File: config.mk
export PLATFORM = sky130hd
export DESIGN_NAME = psie_top
export DESIGN_NICKNAME = d
export VERILOG_FILES = /design/src/verilog/psie_pkg.sv /design/src/verilog/psie_checker.sv /design/src/verilog/psie_top.sv
export VERILOG_INCLUDE_DIRS = /design/src /design/src/verilog
export SDC_FILE = /design/constraint.sdc
export NUM_CORES = 1
export LEC_CHECK = 0
export BUFFER_PORTS_ARGS = -buffer_cell sky130_fd_sc_hd__buf_2
export CAP_MARGIN = 0
export CORE_UTILIZATION = 55
export DETAILED_ROUTE_END_ITERATION = 8
export PLACE_DENSITY = 0.83
export SLEW_MARGIN = 40
export SYNTH_ARGS = -nofsm -noshare
export SYNTH_HDL_FRONTEND = slang
export SYNTH_HIERARCHICAL = 1
export SYNTH_SLANG_ARGS = --single-unit
File: constraint.sdc
create_clock -name sys_clk -period 4.4 [get_ports sys_clk]
set_input_delay 0.66 -clock sys_clk [delete_from_list [all_inputs] [get_ports sys_clk]]
set_output_delay 0.66 -clock sys_clk [all_outputs]
set_load 0.02 [all_outputs]
File: src/verilog/psie_defines.svh
`ifndef PSIE_DEFINES_SVH
`define PSIE_DEFINES_SVH
// ==========================================
// Error codes
`define PSIE_ERR_HOME      8'h80
`define PSIE_ERR_JOG       8'h81
`define PSIE_ERR_VEL       8'h82
`define PSIE_ERR_FORCE     8'h83
`define PSIE_ERR_PROG      8'h84
`define PSIE_ERR_ABORT     8'h85
`define PSIE_ERR_POSV      8'h86
`define PSIE_ERR_DRIVE     8'h87
`define PSIE_ERR_SYNC_CM   8'h8C
`define PSIE_ERR_SYNC_JMP  8'h8D
`define PSIE_ERR_FLASH     8'h90
`define PSIE_ERR_HALT      8'h91
`define PSIE_ERR_TIMEOUT   8'h92
`define PSIE_ERR_DIVZERO   8'h93
`define PSIE_ERR_DIVOVF    8'h94
`define PSIE_ERR_LLSTOP    8'h9A
`define PSIE_ERR_NONE      8'h00
// ==========================================
// Motion command codes
`define PSIE_CMD_VEL       8'h22
`define PSIE_CMD_FORCE_AN  8'h24
`define PSIE_CMD_FORCE_DV  8'h34
// ==========================================
// Timing
`define PSIE_CLK_MHZ       50
`define PSIE_LL_BUDGET_US  300
// Logic-cycle budget in clocks, 300 us times 50 MHz exactly (longest time)
`define PSIE_LL_BUDGET_CYC (`PSIE_LL_BUDGET_US * `PSIE_CLK_MHZ)
// ==========================================
// Register map (word index)
`define PSIE_REG_AXERR     4'h0
`define PSIE_REG_MODERR    4'h1
`define PSIE_REG_STAT      4'h2
`define PSIE_REG_CTRL      4'h3
`endif

File: src/verilog/psie_pkg.sv
`default_nettype none
package psie_pkg;
	// Per-axis state seen at program-run time
	typedef struct packed {
		logic       homing;      // Home cycle running
		logic       jogging;     // Jog from host or user logic
		logic [7:0] active_cmd;  // Command in effect
		logic       cmd_valid;   // active_cmd meaningful
		logic       prog_active; // Program active status
		logic       abort_req;   // Abort-all request
		logic       moving;      // Moving status
		logic       pos_valid;   // Position valid status
		logic       drive_en;    // Drive enabled status
	} psie_axis_type;
	// User-logic fatal event group
	typedef struct packed {
		logic halt_wr;    // Halt variable written
		logic div_zero;   // Divide/modulus by zero
		logic div_ovf;    // Quotient past 32 bits
	} psie_ll_type;
endpackage
`default_nettype wire

File: src/verilog/psie_checker.sv
`default_nettype none
`include "psie_defines.svh"
// ==========================================
// Program-start check for one axis
module psie_checker
	import psie_pkg::*;
(
	input  wire logic          sys_clk,
	input  wire logic          reset,
	input  wire psie_axis_type ax,        // Axis state
	input  wire logic          run_req,   // Program-run request pulse
	output var  logic          refuse_q,  // Refusal pulse
	output var  logic          start_q,   // Accepted start pulse
	output var  logic [7:0]    code_q     // Posted code on refusal
);
	// ==========================================
	// Priority decode of refusal cause
	function automatic logic [7:0] cause(input psie_axis_type a);
		if (a.homing) return `PSIE_ERR_HOME;
		else if (a.jogging) return `PSIE_ERR_JOG;
		else if (a.cmd_valid && a.active_cmd == `PSIE_CMD_VEL) return `PSIE_ERR_VEL;
		else if (a.cmd_valid && (a.active_cmd == `PSIE_CMD_FORCE_DV ||
			a.active_cmd == `PSIE_CMD_FORCE_AN)) return `PSIE_ERR_FORCE;
		else if (a.abort_req) return `PSIE_ERR_ABORT;
		else if (a.prog_active) return `PSIE_ERR_PROG;
		else if (a.moving) return `PSIE_ERR_ABORT;
		else if (!a.pos_valid) return `PSIE_ERR_POSV;
		else if (!a.drive_en) return `PSIE_ERR_DRIVE;
		else return `PSIE_ERR_NONE;
	endfunction
	wire logic [7:0] why = cause(ax); // Decoded cause
	// Registered verdict, one cycle after request
	always_ff @(posedge sys_clk) begin
		if (reset) begin
			refuse_q <= 1'b0;
			start_q  <= 1'b0;
			code_q   <= `PSIE_ERR_NONE;
		end else begin
			refuse_q <= run_req && (why != `PSIE_ERR_NONE);
			start_q  <= run_req && (why == `PSIE_ERR_NONE);
			code_q   <= run_req ? why : code_q;
		end
	end
endmodule
`default_nettype wire

File: src/verilog/psie_top.sv
`default_nettype none
`include "psie_defines.svh"
// ==========================================
// Program-start interlock and fatal error reporting
module psie_top
	import psie_pkg::*;
#(
	parameter int NAXES      = 2,
	parameter int LL_BUDGET  = `PSIE_LL_BUDGET_CYC // Shorten in simulation
)(
	input  wire logic                 sys_clk,
	input  wire logic                 reset,
	// Wishbone classic slave
	input  wire logic                 wb_cyc_i,
	input  wire logic                 wb_stb_i,
	input  wire logic                 wb_we_i,
	input  wire logic [3:0]           wb_adr_i,  // Word index
	input  wire logic [3:0]           wb_sel_i,
	input  wire logic [31:0]          wb_dat_i,
	output var  logic [31:0]          wb_dat_o,
	output var  logic                 wb_ack_o,
	// Axis state and requests
	input  wire psie_axis_type [NAXES-1:0] axis,
	input  wire logic [NAXES-1:0]     run_req,     // Program-run requests
	input  wire logic [NAXES-1:0]     sync_cm_err, // Sync missed at contoured move
	input  wire logic [NAXES-1:0]     sync_jmp_err,// Sync missed at jump
	input  wire logic                 flash_fail,  // Flash programming failed
	input  wire psie_ll_type          ll_evt,      // User-logic fatal events
	input  wire logic                 ll_cycle_start, // Logic cycle begins
	input  wire logic                 ll_cycle_done,  // Logic cycle ends
	output var  logic [NAXES-1:0]     prog_start_q, // Accepted start pulses
	output var  logic [NAXES-1:0]     fast_stop_q,  // Halt motion level
	output var  logic                 mod_err_q     // Module error present
);
	// ==========================================
	// Per-axis checkers
	logic [NAXES-1:0] refuse;        // Refusal pulses
	logic [NAXES-1:0] start;         // Start pulses
	logic [7:0]       rcode [NAXES]; // Refusal codes
	for (genvar g = 0; g < NAXES; g++) begin : g_ax
		psie_checker u_chk (
			.sys_clk  (sys_clk),
			.reset    (reset),
			.ax       (axis[g]),
			.run_req  (run_req[g]),
			.refuse_q (refuse[g]),
			.start_q  (start[g]),
			.code_q   (rcode[g])
		);
	end
	// ==========================================
	// User-logic execution timer
	logic [31:0] ll_cnt_q;   // Cycles in current logic pass
	logic        ll_run_q;   // Logic pass running
	logic        ll_to_q;    // Timeout latched for this pass
	wire  logic  ll_timeout = ll_run_q && !ll_to_q && (ll_cnt_q >= 32'(LL_BUDGET));
	always_ff @(posedge sys_clk) begin
		if (reset) begin
			ll_cnt_q <= 32'h0;
			ll_run_q <= 1'b0;
			ll_to_q  <= 1'b0;
		end else if (ll_cycle_start) begin
			ll_cnt_q <= 32'h0;
			ll_run_q <= 1'b1;
			ll_to_q  <= 1'b0;
		end else begin
			ll_cnt_q <= ll_run_q ? ll_cnt_q + 32'h1 : ll_cnt_q;
			ll_run_q <= ll_run_q && !ll_cycle_done;
			ll_to_q  <= ll_to_q || ll_timeout;
		end
	end
	// ==========================================
	// Module-level error code, priority 91..94 then 90
	wire logic       fatal = ll_evt.halt_wr || ll_timeout || ll_evt.div_zero
		|| ll_evt.div_ovf;
	wire logic [7:0] mcode = ll_evt.halt_wr ? `PSIE_ERR_HALT :
		ll_timeout ? `PSIE_ERR_TIMEOUT :
		ll_evt.div_zero ? `PSIE_ERR_DIVZERO :
		ll_evt.div_ovf ? `PSIE_ERR_DIVOVF :
		flash_fail ? `PSIE_ERR_FLASH : `PSIE_ERR_NONE;
	// ==========================================
	// Registers: codes, fast stop, clear control
	logic [7:0] axerr_q [NAXES]; // Last axis error code
	logic [7:0] moderr_q;        // Last module error code
	logic       stop_all_q;      // Fast stop all axes
	// Write lands at the edge where the master sees ack, never earlier
	wire  logic wr = wb_cyc_i && wb_stb_i && wb_we_i && wb_ack_o && wb_sel_i[0];
	wire  logic clr = wr && (wb_adr_i == `PSIE_REG_CTRL) && wb_dat_i[0];
	always_ff @(posedge sys_clk) begin
		if (reset) begin
			moderr_q   <= `PSIE_ERR_NONE;
			stop_all_q <= 1'b0;
		end else begin
			// New error wins over software clear
			moderr_q   <= (mcode != `PSIE_ERR_NONE) ? mcode : (clr ? `PSIE_ERR_NONE : moderr_q);
			stop_all_q <= fatal || (stop_all_q && !clr);
		end
	end
	for (genvar a = 0; a < NAXES; a++) begin : g_err
		always_ff @(posedge sys_clk) begin
			if (reset) begin
				axerr_q[a] <= `PSIE_ERR_NONE;
			end else if (fatal) begin
				axerr_q[a] <= `PSIE_ERR_LLSTOP;
			end else if (sync_jmp_err[a]) begin
				axerr_q[a] <= `PSIE_ERR_SYNC_JMP;
			end else if (sync_cm_err[a]) begin
				axerr_q[a] <= `PSIE_ERR_SYNC_CM;
			end else if (refuse[a]) begin
				axerr_q[a] <= rcode[a];
			end else if (clr) begin
				axerr_q[a] <= `PSIE_ERR_NONE;
			end
		end
	end
	// ==========================================
	// Outputs: status-only errors never touch motion
	always_ff @(posedge sys_clk) begin
		if (reset) begin
			prog_start_q <= '0;
			fast_stop_q  <= '0;
			mod_err_q    <= 1'b0;
		end else begin
			prog_start_q <= start & ~{NAXES{stop_all_q}};
			fast_stop_q  <= {NAXES{stop_all_q || fatal}};
			mod_err_q    <= (moderr_q != `PSIE_ERR_NONE);
		end
	end
	// ==========================================
	// Wishbone read mux, ack in one cycle
	wire logic [31:0] rd = (wb_adr_i == `PSIE_REG_AXERR) ? {24'h0, axerr_q[0]} :
		(wb_adr_i == `PSIE_REG_MODERR) ? {24'h0, moderr_q} :
		(wb_adr_i == `PSIE_REG_STAT) ? {31'h0, stop_all_q} :
		(wb_adr_i == `PSIE_REG_CTRL) ? (NAXES > 1 ? {24'h0, axerr_q[NAXES-1]} : 32'h0) : 32'h0;
	always_ff @(posedge sys_clk) begin
		if (reset) begin
			wb_ack_o <= 1'b0;
			wb_dat_o <= 32'h0;
		end else begin
			wb_ack_o <= wb_cyc_i && wb_stb_i && !wb_ack_o;
			wb_dat_o <= rd;
		end
	end
endmodule
`default_nettype wire

# After elaboration in Yosys (flattened, before gate mapping)
# Memories as Yosys holds them, arrays and structs flattened.
# Cells that the tools add are included.
[word_totals]
mem_count = 1
latch_bits = 0
ff_bits = 100
rom_bits = 0
mem_bits_rw = 16
[classes]
mux = 88
n_reduce_logical = 41
eq_ne = 9
n_mul = 0
add_sub_neg = 1
bitwise_logic = 12
div = 0
n_lt_le_gt_ge = 1
shifts = 0
[mem_list]
columns = ["memory", "depth", "width", "read_ports", "rd_ports_with_merged_regs", "wr", "line", "text"]
rows = [
  ["axerr_q", 2, 8, 2, 0, 2, "psie_top.sv:83", "logic [7:0] axerr_q [NAXES];"],
]
[op_table]
columns = ["operator", "count"]
rows = [
  ["$mux 8", 39],
  ["$mux 1", 49],
  ["$eq 8x6->1 const B", 6],
  ["$add 32x1->32 const B", 1],
  ["$ge 32x14->1 const B", 1],
  ["$reduce_bool 8->1", 4],
  ["$logic_and 1x1->1", 19],
  ["$logic_not 8->1", 2],
  ["$or 1x1->1", 10],
  ["$eq 4x2->1 const B", 2],
  ["$logic_or 1x1->1", 8],
  ["$eq 4x1->1 const B", 1],
  ["$logic_not 1->1", 4],
  ["$logic_not 4->1", 1],
  ["$reduce_or 4->1", 1],
  ["$and 2x2->2", 1],
  ["$not 2->2", 1],
  ["$reduce_bool 2->1", 1],
  ["$reduce_or 2->1", 1],
]

# Logic depth before layout (Yosys ltp)
[depth]
depth_word = 14
ltp_mapped = 6
ltp_nobuf = 6

# Hierarchy
# Netlist, hierarchy kept.
[modules_own_cells]
columns = ["module", "cells_each", "seq_area_each_um2", "area_each_um2", "n_inst"]
rows = [
  ["psie_top", 354, 1521.5, 3281.9, 1],
  ["psie_checker", 43, 120.1, 367.9, 2],
]

# Worst setup path before layout
# Ideal clock, no wire load.
[synth_path]
path_type = "input-to-reg"
startpoint = "input ll_evt[2] in the netlist's numbering"
endpoint = "memory axerr_q[1][0], enable pin"
n_path_buf = 1
t_arrival_ns = 1.868
stages = 6
setup_slack_ns = 2.181
setup_time_ns = 0.350
path_cell_list = "or3_1 > nor4_1 > o211ai_1 > nand2_2 > buf_4 > nand4_1"
[synth_lines]
columns = ["item", "line", "text"]
rows = [
  ["start: declaration", "psie_top.sv:28", "input wire psie_ll_type ll_evt,"],
  ["end: declaration", "psie_top.sv:83", ""],
]

==> results.toml <==
[yosys]
synth_fa_ha_area_share_pct = 0.6229
synth_top_family_by_area = "simple AND/OR/NAND/NOR gates"
synth_cell_types = 60
synthSimpleGateAreaFrac_pct = 29.87
synthMuxAreaShare_pct = 1.557
synth-seq-cells = 80
yosysSeqAreaShare_pct = 43.85
synth_edf_count = 16
syn_inst = 440
synth-compound-area-share_pct = 10.28
avgSynthCellArea_um2 = 9.131
synthFlopType = "dfxtp_1"
synth-xor-area-share_pct = 5.014
syn_area_um2 = 4018
async_flop_share_pct = 0
yosys_warnings = 6

[drt]
drc_errors = 0
routed_wl_um = 8224
dr.pass1.iters = 4
vias = 3337
viasPerCell = 5.498
wl_per_cell_um = 13.55
drtIter0Drc = 145
final_antenna_net_count = 0

[floorplanning]
io-pin-count = 127
initial_utilization_pct = 58.17
die_y_um = 87.47
core_um2 = 6907
num_rows = 30
die_area_um2 = 7650
die-width_um = 87.47

[setup_path]
crit_arrival_ns = 2.39
path_max_fanout = 15
crit_required_ns = 4.37
critPathKind = "reg2reg"
r2r_cells = 5
startpoint_type = "flip-flop"
crit_path_end_kind = "flip-flop"

[placed_design]
io_buffers = 68
gp_congestion = 0.8010
place_area_um2 = 4293
dp_hpwl_um = 5926
dpl.cell_count = 591

[timing]
hold_slack_ns = 0.4509
worst_pin_slew_ns = 0.6305
slew_violations = 0
rsz0062_at_grt = "no"
finClkSkew_ns = 0.009666
setup_tns_ns = 0
max_freq_mhz = 412.5
fin_crit_ns = 2.424
finalCritPeriodShare_pct = 55.10
hold_viol = 0
finalSetupViolCount = 0
slew_headroom_pct = 57.64

[clocking]
clock_latency_ns = 0.36
root_buffer = "clkbuf_8"
ctsHoldBuffers = 0
cts_tree = "yes"
h-tree-depth = 3
clkTransAtPathRegs_ns = 0.09
numCtsBuffers = 9
clock-sinks = 80
cts.repair.resized = 0
cts_buffer_depth = 2
post_cts_buffers = 0

[pwr]
vdd_drop_max_v = 0.0001426
leakagePower_nw = 1.858
powerDensity_nw_per_um2 = 338.8

[final_layout]
nNetsFinal = 597
diodes = 0
fin_area_um2 = 4526
fin_cells = 607
n_fill_cell = 562
drive_gt1_share_pct = 22.11
syn_to_final_growth_pct = 12.64

[global_route]
antenna_found_initial = 0
grt_max_degree = 32
grt_use_total_pct = 22.58
grt_pass1_wl_um = 13300
grt_pass1_vias = 2972
overflow = 0

[run_status]
status = "complete, no violations"

[hold_path]
hold_path_depth = 1
holdCritPathClass = "reg2reg"

[job]
maxCapViolations = 0
synthesized netlist by cell type, types with 6 or more instances:
master / instances / area [um^2]
a21oi_1: 20 / 100.1
and3_1: 6 / 37.54
and4_1: 8 / 70.07
buf_4: 35 / 262.8
dfxtp_1: 64 / 1281
edfxtp_1: 16 / 480.5
inv_1: 11 / 41.29
nand2_1: 39 / 146.4
nand2b_1: 10 / 62.56
nand3_1: 18 / 90.09
nand4_1: 10 / 62.56
nor2_1: 55 / 206.5
nor3_1: 17 / 85.08
nor4_1: 6 / 37.54
o21ai_0: 9 / 45.04
or3_1: 8 / 50.05
xor2_1: 18 / 157.7
final cells by class:
class                      instances  area [um^2]  share of cell area, %
multi-input combinational        335         2022                  44.68
sequential                        80         1762                  38.93
timing repair buffer              69        347.8                  7.686
clock buffer                       9        123.9                  2.737
tap                               96        120.1                  2.654
clock inverter                     7        108.9                  2.405
inverter                          11        41.29                 0.9124
report_power, final:
part           internal [mW]  leakage, nW  switching (mW)
clock                  0.332        0.118           0.292
combinational         0.0464         1.04          0.0833
sequential             0.765        0.704          0.0141
total                   1.14         1.86           0.389
cells by family after synthesis:
family,Yosys count
flops,80
compound gates,59
other cells,3
fa+ha+maj,2
xor+xnor,23
mux,5
buf+inv,54
simple gates,214
layer usage:
| layer | vias up | GRT usage [%] | share of wire (%) |
|---|---|---|---|
| li1 | 1645 | - | - |
| met1 | 1548 | 28.68 | 44 |
| met2 | 124 | 36.65 | 48 |
| met3 | 20 | 4.265 | 5.7 |
| met4 | 0 | 11.48 | 2.2 |
| met5 | - | 0 | 0 |
through the flow:
stage,worst slack [ns],utilization (%),power (mW)
final,1.976,65.53,1.533
after global routing,1.787,65.53,1.593
after CTS,1.994,65.53,1.538
after detailed placement,1.790,62.16,0.9239
after global placement,1.853,62.16,0.9183
after floorplan,2.181,-,0.8944
layout by cell type, fill, tap and decap left out, types with 9 or more instances in the layout:
master | synthesis | routed
conb_1 | 3 | 32
nor3_1 | 17 | 17
a21oi_1 | 20 | 20
xor2_1 | 18 | 18
dfxtp_1 | 64 | 64
nand3_1 | 18 | 18
buf_2 | 0 | 68
nand4_1 | 10 | 10
edfxtp_1 | 16 | 16
nor2_1 | 55 | 55
clkbuf_8 | 0 | 9
inv_1 | 11 | 11
nand2b_1 | 10 | 10
o21ai_0 | 9 | 9
nand2_1 | 39 | 39
worst max-delay path, stage by stage (launching register included):
cell      delay (ns)
dfxtp_1         0.37
or4_4           0.56
nor4_1          0.23
o211ai_1        0.18
nand2_2         0.27
nand4_1         0.42
final timing paths:
kind	from	to	slack, ns
max reg2reg	ll_cnt_q[14]	axerr_q[0][4]	1.98
min	wb_ack_o	wb_ack_o	0.45
min reg2reg	wb_ack_o	wb_ack_o	0.45
max	ll_cnt_q[14]	axerr_q[0][4]	1.98
flip-flops by register name, indices dropped and copies added, names as in the netlist, 2 cells and up:
name / cells
g_ax.u_chk/refuse_q: 2
moderr_q: 4
wb_dat_o: 8
g_ax.u_chk/start_q: 2
ll_cnt_q: 32
prog_start_q: 2
g_ax.u_chk/code_q: 8
axerr_q: 16
No activity file was read; power rests on OpenSTA's default activity.
